[config.mk]
export PLATFORM = sky130hd
export DESIGN_NAME = pfcc_command_bank
export DESIGN_NICKNAME = d
export VERILOG_FILES = /design/src/rtl/pfcc_pkg.sv /design/src/rtl/pfcc_cmd_reg.sv /design/src/rtl/pfcc_command_bank.sv
export VERILOG_INCLUDE_DIRS = /design/src /design/src/rtl
export SDC_FILE = /design/constraint.sdc
export NUM_CORES = 1
export LEC_CHECK = 0
export BUFFER_PORTS_ARGS = -buffer_cell sky130_fd_sc_hd__buf_2
export CAP_MARGIN = 40
export CELL_PAD_IN_SITES_DETAIL_PLACEMENT = 0
export CELL_PAD_IN_SITES_GLOBAL_PLACEMENT = 1
export CORE_MARGIN = 3
export CORE_UTILIZATION = 29
export CTS_BUF_LIST = sky130_fd_sc_hd__clkbuf_4 sky130_fd_sc_hd__clkbuf_8 sky130_fd_sc_hd__clkbuf_16
export CTS_CLUSTER_DIAMETER = 150
export DETAILED_ROUTE_END_ITERATION = 16
export GPL_TIMING_DRIVEN = 0
export PLACE_DENSITY_LB_ADDON = 0.08
export REMOVE_ABC_BUFFERS = 1
export SLEW_MARGIN = 5
export SYNTH_ARGS = -nofsm -noshare
export SYNTH_HDL_FRONTEND = slang
export SYNTH_SLANG_ARGS = --single-unit
[constraint.sdc]
create_clock -name clock -period 9.2 [get_ports clock]
set_input_delay 2.76 -clock clock [delete_from_list [all_inputs] [get_ports clock]]
set_output_delay 2.76 -clock clock [all_outputs]
set_load 0.05 [all_outputs]
[src/rtl/pfcc_params.svh]
// Constants for the per-function command register bank.
`ifndef PFCC_PARAMS_SVH
`define PFCC_PARAMS_SVH
`define PFCC_CMD_OFFSET    8'h04
`define PFCC_NUM_FUNC      3
`define PFCC_BIT_IO        0
`define PFCC_BIT_MEM       1
`define PFCC_BIT_MASTER    2
`define PFCC_BIT_SPECIAL   3
`define PFCC_BIT_MWI       4
`define PFCC_BIT_PALETTE   5
`define PFCC_BIT_PARITY    6
`define PFCC_BIT_STEP      7
`define PFCC_BIT_SERR      8
`define PFCC_BIT_FBB       9
`define PFCC_WRITE_MASK    16'h0167
`define PFCC_RESET_VALUE   16'h0000
`define PFCC_ZERO_FUNC     2'h0
`endif

[src/rtl/pfcc_pkg.sv]
// Types shared by the command register bank.
package pfcc_pkg;
   typedef logic [1:0]  pfcc_func_t;
   typedef logic [15:0] pfcc_word_t;
   // One configuration access as seen by the bank.
   typedef struct packed {
      logic       cfgWrite;
      pfcc_func_t func;
      logic [7:0] offset;
      logic [1:0] byteEn;
      pfcc_word_t wrData;
   } pfcc_cfg_s;
   // Decoded per-function enables driven into the function logic.
   typedef struct packed {
      logic ioSpaceEnable;
      logic memSpaceEnable;
      logic bus_initiator_enable;
      logic paletteSnoop;
      logic parity_response_enable;
      logic sys_error_driver_enable;
   } pfcc_ctrl_s;
endpackage

[src/rtl/pfcc_cmd_reg.sv]
// One function's command register with its fixed-zero bits.
`include "pfcc_params.svh"
`timescale 1ns/1ps
`default_nettype none
module pfcc_cmd_reg (
   // Clock and reset.
   input  wire logic               clock,
   input  wire logic               rst_n,
   // Write request for this function.
   input  wire logic               wrStrobe,
   input  wire logic [1:0]         byteEn,
   input  wire pfcc_pkg::pfcc_word_t wrData,
   // Stored register value.
   output var  pfcc_pkg::pfcc_word_t value
);
   typedef struct packed {
      pfcc_pkg::pfcc_word_t cmd;
   } pfcc_reg_state_s;
   pfcc_reg_state_s state_q;
   pfcc_reg_state_s state_d;
   logic [15:0]     laneMask;

   // Lane mask combines byte enables with the writable-bit mask.
   assign laneMask = {{8{byteEn[1]}}, {8{byteEn[0]}}} & `PFCC_WRITE_MASK;

   // Merge new bits; read-only bits never pick up written data.
   always_comb begin
      state_d = state_q;
      if (wrStrobe) begin
         state_d.cmd = (state_q.cmd & ~laneMask) | (wrData & laneMask);
      end
      state_d.cmd = state_d.cmd & `PFCC_WRITE_MASK;
   end

   // Register the state; reset clears all writable bits.
   always_ff @(posedge clock or negedge rst_n) begin
      if (!rst_n) begin
         state_q.cmd <= `PFCC_RESET_VALUE;
      end else begin
         state_q <= state_d;
      end
   end

   assign value = state_q.cmd;
endmodule
`default_nettype wire

[src/rtl/pfcc_command_bank.sv]
// Command register bank for the three functions with derived enables.
//
// How it works
// - Separate command register per function.
// - Error enables ORed across all functions.
// - Bits 15 to 10 read zero.
// - Fast back-to-back bit reads zero.
// - Bit 8 enables system error driver.
// - Address parity reported when 8 and 6 set.
// - Bit 6 gates parity error response.
// - Stepping bit hardwired zero.
// - Bit 5 snoops palette writes unclaimed.
// - Write-invalidate bit zero; plain writes only.
// - Special cycles never answered.
// - Bus requests only while bit 2 set.
// - Memory space claimed only with bit 1.
// - I/O space claimed only with bit 0.
`include "pfcc_params.svh"
`timescale 1ns/1ps
`default_nettype none
module pfcc_command_bank (
   // Clock and reset.
   input  wire logic                  clock,
   input  wire logic                  rst_n,
   // Configuration access.
   input  wire pfcc_pkg::pfcc_cfg_s   cfg,
   output var   pfcc_pkg::pfcc_word_t rdData,
   // Per-function decode requests from the bus target logic.
   input  wire logic [2:0]            memHit,
   input  wire logic [2:0]            ioHit,
   input  wire logic [2:0]            paletteWrite,
   input  wire logic [2:0]            specialCycle,
   input  wire logic [2:0]            masterWant,
   // Parity error detection.
   input  wire logic                  addrParityErr,
   input  wire logic                  dataParityErr,
   // Per-function enables.
   output var   pfcc_pkg::pfcc_ctrl_s [2:0] ctrl,
   // Claims and initiator grants.
   output logic [2:0]                 memClaim,
   output logic [2:0]                 ioClaim,
   output logic [2:0]                 paletteSnoopCapture,
   output logic [2:0]                 specialClaim,
   output logic [2:0]                 busRequest,
   output logic [2:0]                 writeInvalidateUse,
   // Error signalling, registered.
   output logic                       serrAssert,
   output logic                       perrAssert
);
   typedef struct packed {
      logic serr;
      logic perr;
   } pfcc_bank_state_s;
   pfcc_bank_state_s              state_q;
   pfcc_bank_state_s              state_d;
   pfcc_pkg::pfcc_word_t [2:0]    cmdValue;
   logic                          cmdHit;
   logic                          anySerrEn;
   logic                          anyParityEn;

   assign cmdHit = cfg.offset == `PFCC_CMD_OFFSET;

   // One register per function with its own write strobe.
   generate
      for (genvar f = 0; f < `PFCC_NUM_FUNC; f++) begin : g_func
         pfcc_cmd_reg u_reg (
            .clock    (clock),
            .rst_n    (rst_n),
            .wrStrobe (cfg.cfgWrite && cmdHit && (cfg.func == 2'(f))),
            .byteEn   (cfg.byteEn),
            .wrData   (cfg.wrData),
            .value    (cmdValue[f])
         );
         // Decode enables and gate claims per function.
         assign ctrl[f].ioSpaceEnable           = cmdValue[f][`PFCC_BIT_IO];
         assign ctrl[f].memSpaceEnable          = cmdValue[f][`PFCC_BIT_MEM];
         assign ctrl[f].bus_initiator_enable    = cmdValue[f][`PFCC_BIT_MASTER];
         assign ctrl[f].paletteSnoop            = cmdValue[f][`PFCC_BIT_PALETTE];
         assign ctrl[f].parity_response_enable  = cmdValue[f][`PFCC_BIT_PARITY];
         assign ctrl[f].sys_error_driver_enable = cmdValue[f][`PFCC_BIT_SERR];
         assign memClaim[f] = memHit[f] && cmdValue[f][`PFCC_BIT_MEM] &&
                              !(paletteWrite[f] && cmdValue[f][`PFCC_BIT_PALETTE]);
         assign ioClaim[f]  = ioHit[f] && cmdValue[f][`PFCC_BIT_IO] &&
                              !(paletteWrite[f] && cmdValue[f][`PFCC_BIT_PALETTE]);
         assign paletteSnoopCapture[f] = paletteWrite[f] && cmdValue[f][`PFCC_BIT_PALETTE];
         assign specialClaim[f]       = specialCycle[f] & 1'b0;
         assign writeInvalidateUse[f] = cmdValue[f][`PFCC_BIT_MWI];
         assign busRequest[f] = masterWant[f] && cmdValue[f][`PFCC_BIT_MASTER];
      end
   endgenerate

   // Read data: selected function's value, bits 15..9, 7, 4, 3 are zero.
   always_comb begin
      rdData = 16'h0000;
      if (cmdHit && cfg.func < 2'(`PFCC_NUM_FUNC)) begin
         rdData = cmdValue[cfg.func] & `PFCC_WRITE_MASK;
      end
   end

   // The two error enables are wired OR across the functions.
   assign anySerrEn   = |{cmdValue[2][`PFCC_BIT_SERR], cmdValue[1][`PFCC_BIT_SERR],
                          cmdValue[0][`PFCC_BIT_SERR]};
   assign anyParityEn = |{cmdValue[2][`PFCC_BIT_PARITY], cmdValue[1][`PFCC_BIT_PARITY],
                          cmdValue[0][`PFCC_BIT_PARITY]};

   // Error outputs: address errors need both enables, data errors need parity.
   always_comb begin
      state_d.serr = addrParityErr && anySerrEn && anyParityEn;
      state_d.perr = dataParityErr && anyParityEn;
   end

   always_ff @(posedge clock or negedge rst_n) begin
      if (!rst_n) begin
         state_q <= '0;
      end else begin
         state_q <= state_d;
      end
   end

   assign serrAssert = state_q.serr;
   assign perrAssert = state_q.perr;

   // Assertions.
   a_serr_gate: assert property (@(posedge clock) disable iff (!rst_n)
      serrAssert |-> $past(addrParityErr) && $past(anySerrEn) && $past(anyParityEn))
      else $error("System error raised without both enables.");
   a_perr_gate: assert property (@(posedge clock) disable iff (!rst_n)
      $past(dataParityErr) && $past(anyParityEn) |-> perrAssert)
      else $error("Data parity error not signalled.");
   a_perr_quiet: assert property (@(posedge clock) disable iff (!rst_n)
      !$past(anyParityEn) |-> !perrAssert && !serrAssert)
      else $error("Parity error answered while response disabled.");
   a_fixed_zero: assert property (@(posedge clock) disable iff (!rst_n)
      rdData[15:9] == 7'h00 && rdData[7] == 1'b0 && rdData[4:3] == 2'h0)
      else $error("Read-only bits read nonzero.");
   a_write_takes: assert property (@(posedge clock) disable iff (!rst_n)
      cfg.cfgWrite && cmdHit && cfg.func == 2'h0 && cfg.byteEn == 2'h3 |=>
      cmdValue[0] == ($past(cfg.wrData) & `PFCC_WRITE_MASK))
      else $error("Command write not stored.");
   a_func_separate: assert property (@(posedge clock) disable iff (!rst_n)
      cfg.cfgWrite && cfg.func != 2'h1 |=> $stable(cmdValue[1]))
      else $error("Function one changed by another function's write.");
   a_master_gate: assert property (@(posedge clock) disable iff (!rst_n)
      busRequest[0] |-> cmdValue[0][`PFCC_BIT_MASTER])
      else $error("Bus request without initiator enable.");
   a_mem_gate: assert property (@(posedge clock) disable iff (!rst_n)
      memHit[0] && !paletteWrite[0] |-> memClaim[0] == cmdValue[0][`PFCC_BIT_MEM])
      else $error("Memory claim disagrees with enable.");
   a_io_gate: assert property (@(posedge clock) disable iff (!rst_n)
      ioClaim[1] |-> cmdValue[1][`PFCC_BIT_IO])
      else $error("I/O claim without enable.");
   a_no_special: assert property (@(posedge clock) disable iff (!rst_n)
      specialClaim == 3'h0 && writeInvalidateUse == 3'h0)
      else $error("Special cycle or write-invalidate used.");

   // Error paths: each enable on its own, and the OR across functions.
   a_serr_quiet: assert property (@(posedge clock) disable iff (!rst_n)
      !$past(anySerrEn) |-> !serrAssert)
      else $error("System error raised while every driver enable is off.");
   a_serr_raise: assert property (@(posedge clock) disable iff (!rst_n)
      $past(addrParityErr) && $past(anySerrEn) && $past(anyParityEn) |-> serrAssert)
      else $error("Address parity error not reported.");
   a_perr_cause: assert property (@(posedge clock) disable iff (!rst_n)
      perrAssert |-> $past(dataParityErr) && $past(anyParityEn))
      else $error("Data parity error raised without a cause.");
   a_serr_cross: assert property (@(posedge clock) disable iff (!rst_n)
      addrParityErr && cmdValue[2][`PFCC_BIT_SERR] && cmdValue[0][`PFCC_BIT_PARITY] |=>
      serrAssert)
      else $error("Error enables of different functions not combined.");
   a_perr_cross: assert property (@(posedge clock) disable iff (!rst_n)
      dataParityErr && cmdValue[1][`PFCC_BIT_PARITY] |=> perrAssert)
      else $error("Parity enable of one function not honoured.");

   // Read path: the addressed function only, nothing elsewhere.
   a_read_select: assert property (@(posedge clock) disable iff (!rst_n)
      cmdHit && cfg.func == 2'h2 |-> rdData == cmdValue[2])
      else $error("Read returned another function's register.");
   a_read_other: assert property (@(posedge clock) disable iff (!rst_n)
      !cmdHit || cfg.func == 2'h3 |-> rdData == 16'h0000)
      else $error("Read outside the command register returned data.");

   // Reset value and write lanes.
   a_reset_zero: assert property (@(posedge clock) disable iff (!rst_n)
      $rose(rst_n) |-> cmdValue == {3{`PFCC_RESET_VALUE}})
      else $error("Command registers not cleared by reset.");
   a_write_lane: assert property (@(posedge clock) disable iff (!rst_n)
      cfg.cfgWrite && cmdHit && cfg.func == 2'h2 && !cfg.byteEn[1] |=>
      $stable(cmdValue[2][15:8]))
      else $error("Disabled high byte lane was written.");
   a_write_low: assert property (@(posedge clock) disable iff (!rst_n)
      cfg.cfgWrite && cmdHit && cfg.func == 2'h0 && !cfg.byteEn[0] |=>
      $stable(cmdValue[0][7:0]))
      else $error("Disabled low byte lane was written.");
   a_write_ignore: assert property (@(posedge clock) disable iff (!rst_n)
      cfg.cfgWrite && !cmdHit |=> $stable(cmdValue))
      else $error("Write to another offset changed a command register.");

   // Per-function claim, request, ownership and fixed-zero checks.
   generate
      for (genvar f = 0; f < `PFCC_NUM_FUNC; f++) begin : g_chk
         a_mem_claim: assert property (@(posedge clock) disable iff (!rst_n)
            memClaim[f] |-> memHit[f] && ctrl[f].memSpaceEnable && !paletteSnoopCapture[f])
            else $error("Memory cycle claimed while disabled.");
         a_io_claim: assert property (@(posedge clock) disable iff (!rst_n)
            ioClaim[f] |-> ioHit[f] && ctrl[f].ioSpaceEnable && !paletteSnoopCapture[f])
            else $error("I/O cycle claimed while disabled.");
         a_bus_req: assert property (@(posedge clock) disable iff (!rst_n)
            !ctrl[f].bus_initiator_enable |-> !busRequest[f])
            else $error("Bus requested while initiator disabled.");
         a_snoop_take: assert property (@(posedge clock) disable iff (!rst_n)
            paletteSnoopCapture[f] |-> paletteWrite[f] && ctrl[f].paletteSnoop)
            else $error("Palette data snooped while snooping is off.");
         a_ctrl_mirror: assert property (@(posedge clock) disable iff (!rst_n)
            ctrl[f].sys_error_driver_enable == cmdValue[f][`PFCC_BIT_SERR])
            else $error("Driver enable does not follow its register bit.");
         a_func_own: assert property (@(posedge clock) disable iff (!rst_n)
            cfg.cfgWrite && cfg.func != 2'(f) |=> $stable(cmdValue[f]))
            else $error("Register changed by another function's write.");
         a_hard_zero: assert property (@(posedge clock) disable iff (!rst_n)
            (cmdValue[f] & ~`PFCC_WRITE_MASK) == 16'h0000)
            else $error("Read-only command bit holds a one.");
      end
   endgenerate
endmodule
`default_nettype wire

# After elaboration in Yosys (flattened, before gate mapping)

Cells that the tools add are included.

Register bits: 20
Input bits: 48
Output and inout port bits: 54
Logic and storage cells: 53

Order comparisons: 2
Equal/unequal tests: 3
Muxes and demuxes: 3
Bitwise logic cells: 8
Reduce and logical (&&, ||, !) cells: 32

Operator list:

| cell               | number |
|---|---|
| $and 9x9->9        | 4 |
| $bmux 16 s2        | 1 |
| $or 9x9->9         | 3 |
| $logic_and 1x1->1  | 26 |
| $mux 9             | 2 |
| $not 9->9          | 1 |
| $eq 8x3->1 const B | 1 |
| $reduce_or 3->1    | 2 |
| $logic_not 1->1    | 3 |
| $lt 2x3->1 const B | 1 |
| $eq 2x1->1 const B | 1 |
| $eq 2x2->1 const B | 1 |
| $logic_not 2->1    | 1 |
| $lt 2x2->1 const B | 1 |

# Depth between registers and ports, before layout

Depth in word-level cells: 3
Depth in mapped cells: 5
Depth with buffers taken out: 3

# Cells and area by module

A second synthesis with hierarchy kept.

Cell total of the unflattened synthesis: 143
Area, all modules: 1417.6 um^2

By module, submodules not included:

| module            | times used | cells each | area an instance (um^2) | sequential area each (um^2) |
|---|---|---|---|---|
| pfcc_cmd_reg      | 3          | 25         | 306.5                   | 150.1 |
| pfcc_command_bank | 1          | 68         | 498.0                   | 50.0 |

# Worst setup path before layout

Ideal clock, no wire load.

Path kind: in2out
Start point: input cfg[21] (netlist bit)
End point: output rdData[0]
Data arrival time: 4.786 ns
Data required time: 6.440 ns
Slack: 1.654 ns
Stages on the path: 5
Buffers on the path: 2
Cell sequence: or4b_4 > buf_6 > or3_2 > clkbuf_1 > a21oi_1

Cells in the longest elaborated chain, start to end: 3

RTL lines:

| item                        | line                    | RTL |
|---|---|---|
| start, declared             | pfcc_command_bank.sv:26 | `input wire pfcc_pkg::pfcc_cfg_s cfg,` |
| $eq 8x3->1 (no source line) | n/a                     |  |
| $logic_and 1x1->1           | pfcc_command_bank.sv:95 | `` if (cmdHit && cfg.func < 2'(`PFCC_NUM_FUNC)) begin `` |
| $mux 9                      | pfcc_command_bank.sv:95 |  |
| end, declared               | pfcc_command_bank.sv:27 | `output var pfcc_pkg::pfcc_word_t rdData,` |

No other way between the ends.

# Worst setup path in the final report

Start point: input cfg[21] (netlist bit)
End point: output rdData[6]

The elaborated chain is that of the path after synthesis.

==> out/summary.md <==
The run finished with clean final reports. The launch point of the critical path is cfg[21]. The worst vdd rail ir drop is 0.00004407 V.

The tree built by TritonCTS fans out to 20 sinks. The run gives 1,054 as the number of global-route vias before repair. The class of the tightest hold or removal check is reg2reg. The logs give 4115 um^2 for the core footprint and 0 for the number of setup violations in the final report. In the synthesized netlist, the cells that appear most often are sky130_fd_sc_hd__dfrtp_1 (20), sky130_fd_sc_hd__mux2_2 (19), sky130_fd_sc_hd__buf_4 (16).

Gates resized during post-CTS repair numbered 0. The post-synthesis cell area came out at 1267 um^2. The total overflow left after global routing is 0. The post-synthesis sequential area ratio was 0.3949; the fraction of post-synthesis cell area in the top cell type by area was 0.3949. The total setup buffers inserted after CTS came out at 0. At the worst endpoint, the required time is 6440 ps. The tools report the combined global-route utilization of all metal layers as 0.1220. Class of the most critical setup path: in2out. Hold repair after CTS inserted 0 buffers. The first global-routing pass estimated 4899 um of wire. Number of synthesized flops with an enable pin: 0. After detailed routing, the average wire length per cell comes to 13.49 um.

Wires add up to 3211 um. Leakage component of the power: 0.9939 nW. The clock arrives with 1.036 ps of skew. The run gives 0 ps as the sum of negative setup slack. The clock latency reported for the late side of the worst-skew pair came out at 250 ps. Power consumption: 190.2 uW.

Entering global routing, the biggest net connects 21 pins. By area the synthesized netlist is led by sky130_fd_sc_hd__dfrtp_1 (39%), sky130_fd_sc_hd__mux2_2 (17%), sky130_fd_sc_hd__buf_4 (9.5%), sky130_fd_sc_hd__mux2_4 (5.9%), sky130_fd_sc_hd__nand2_1 (4.4%). Clock-pin slew was measured on the worst setup and hold paths at 70 ps.

The tool flagged a number of max-cap violations equal to 0. Measured in cells, the most critical reg-to-reg path has a length of 2. Post-layout utilization of the core: 0.4001. The minimum clock period works out to 7276 ps. The run gives 0 as the residual DRC count. Final hold analysis gives a worst-case slack of 547.5 ps. The run gives 0 as the final count of pins violating max slew.

The starting utilization of the core area came out at 0.3080. Setup repair after global routing left no endpoint under its margin. In the post-synthesis netlist, the cell with the most instances is sky130_fd_sc_hd__dfrtp_1.

The overall die height is 72.11 um, and the placer's final routability congestion estimate is 0.7553. At the pin with the least slew margin, the transition time is 501.9 ps. The final cell area excluding filler cells was 1647 um^2; the final cell count without fillers was 238. The worst setup path is captured at an output pin. The number of hold violations in the final report was 0. Dividing the synthesized area by the synthesized cell count gives 10.74 um^2. Worst max-slew margin expressed relative to the limit: 0.6629. The cell count after placement came out at 234. The area overhead of the layout relative to synthesis was 29.91%; the final worst slack was 1924 ps. The tools report the count of vias placed by the detailed router as 1,076. For this run, the number of Yosys warnings is 0. Measured along the x axis, the die boundary spans 72.11 um.

Once detail routing completed, the nets flagged for antenna violations numbered 0. The synthesized design spends more area on one cell type than any other, namely sky130_fd_sc_hd__dfrtp_1. After synthesis, the netlist uses 24 different library cells. The fraction of the cycle the final worst path needs is 0.7909, and the area after detailed placement is 1592 um^2.

Endpoint of the worst-slack reg-to-reg timing path: perrAssert. In this run the worst path has a maximum fanout of 7. The number of antenna violations at the first check in global routing is 0, and the footprint of the multi-input gates is 653.1 um^2. For this run, the leading register cell type out of synthesis is sky130_fd_sc_hd__dfrtp_1. After synthesis the netlist holds a flip-flop and latch count of 20.

The detail-routed via count per cell came out at 4.521. Detailed placement HPWL: 2548 um. For the antenna diode count, the log shows 0. The area occupied by registers came out at 500.5 um^2. Buffers placed on the I/O ports in this run total 72. The layout has 428 filler cells. The cell sitting at the root of the clock tree is a sky130_fd_sc_hd__clkbuf_8.

The worst hold path stage count is 1. The number of nets in the layout was 237; the flop-to-flop setup slack was 8100 ps. The tools report the maximum buffer depth of the clock tree as 2. Timing analysis after detailed placement gives a worst setup slack of 1935 ps. The run gives 118 as the gate count after technology mapping.

STA classifies the critical path startpoint as a primary input. The maximum achievable frequency is 137.4 MHz. The power per unit of standard cell area is 115.5 nW/um^2, and the detailed-router iteration count before antenna repair is 3. For the H-tree level count, the log shows 1. TritonCTS built the clock tree. The post-synthesis async set-or-reset flop share is 1.000. The die covers 5200 um^2.

Arrival time of data at the critical path endpoint: 4520 ps. Row generation in the floorplan step produced 23 rows. The tools report the DRC marker count from the first detailed-route iteration as 21.

The ratio of cells with drive above 1 in the final layout was 0.5585; the total I/O pin count was 102. Counting the buffers created by CTS gives 3.
[kinds of logic after synthesis]
group           Yosys count  share of synthesized area
simple gates             41                     0.2083
mux                      24                     0.2280
compound gates            7                    0.03159
flops                    20                     0.3949
buf+inv                  25                     0.1343
other cells               1                   0.002959
[worst max-delay path: stages]
cell and delay, ps:
sky130_fd_sc_hd__buf_2 100, sky130_fd_sc_hd__or4b_4 600, sky130_fd_sc_hd__or3_2 580, sky130_fd_sc_hd__a21oi_1 180, sky130_fd_sc_hd__buf_2 290
[where the power goes]
group          internal, mW  total, mW  switching (mW)
clock network        0.0380     0.0667          0.0286
registers            0.0885     0.0891        0.000614
logic               0.00805     0.0344          0.0263
total                 0.135      0.190          0.0556
[routing by layer]
metal / share of wire / GRT usage / wire length [um] / up-vias
met1: 0.42 / 0.1499 / 1338 / 500
li1: - / - / - / 517
met5: 0 / 0 / 0 / -
met4: 0.014 / 0.04384 / 44 / 0
met2: 0.47 / 0.2042 / 1519 / 55
met3: 0.096 / 0.03324 / 309 / 4
[placed cells by master (no fill, tap or decap), types with 5 or more instances in the layout]
master,instances
sky130_fd_sc_hd__buf_2,72
sky130_fd_sc_hd__dfrtp_1,20
sky130_fd_sc_hd__mux2_2,19
sky130_fd_sc_hd__conb_1,16
sky130_fd_sc_hd__nand2_1,15
sky130_fd_sc_hd__a21oi_1,6
sky130_fd_sc_hd__and3_1,6
sky130_fd_sc_hd__mux2_4,5
[worst max-delay path by stage]
stage                      endpoint  depth (start not counted)
after floorplan           rdData[0]                          3
after global placement    rdData[0]                          5
after detailed placement  rdData[0]                          5
after CTS                 rdData[0]                          5
after global routing      rdData[1]                          5
final                     rdData[6]                          5
[cell type report]
cell class,count,area share
Multi-Input combinational cell,88,0.3967
Inverter,4,0.009119
Clock buffer,4,0.03343
Tap cell,50,0.03799
Sequential cell,20,0.3040
Timing Repair Buffer,72,0.2188
Power figures use the tool's default switching activity.
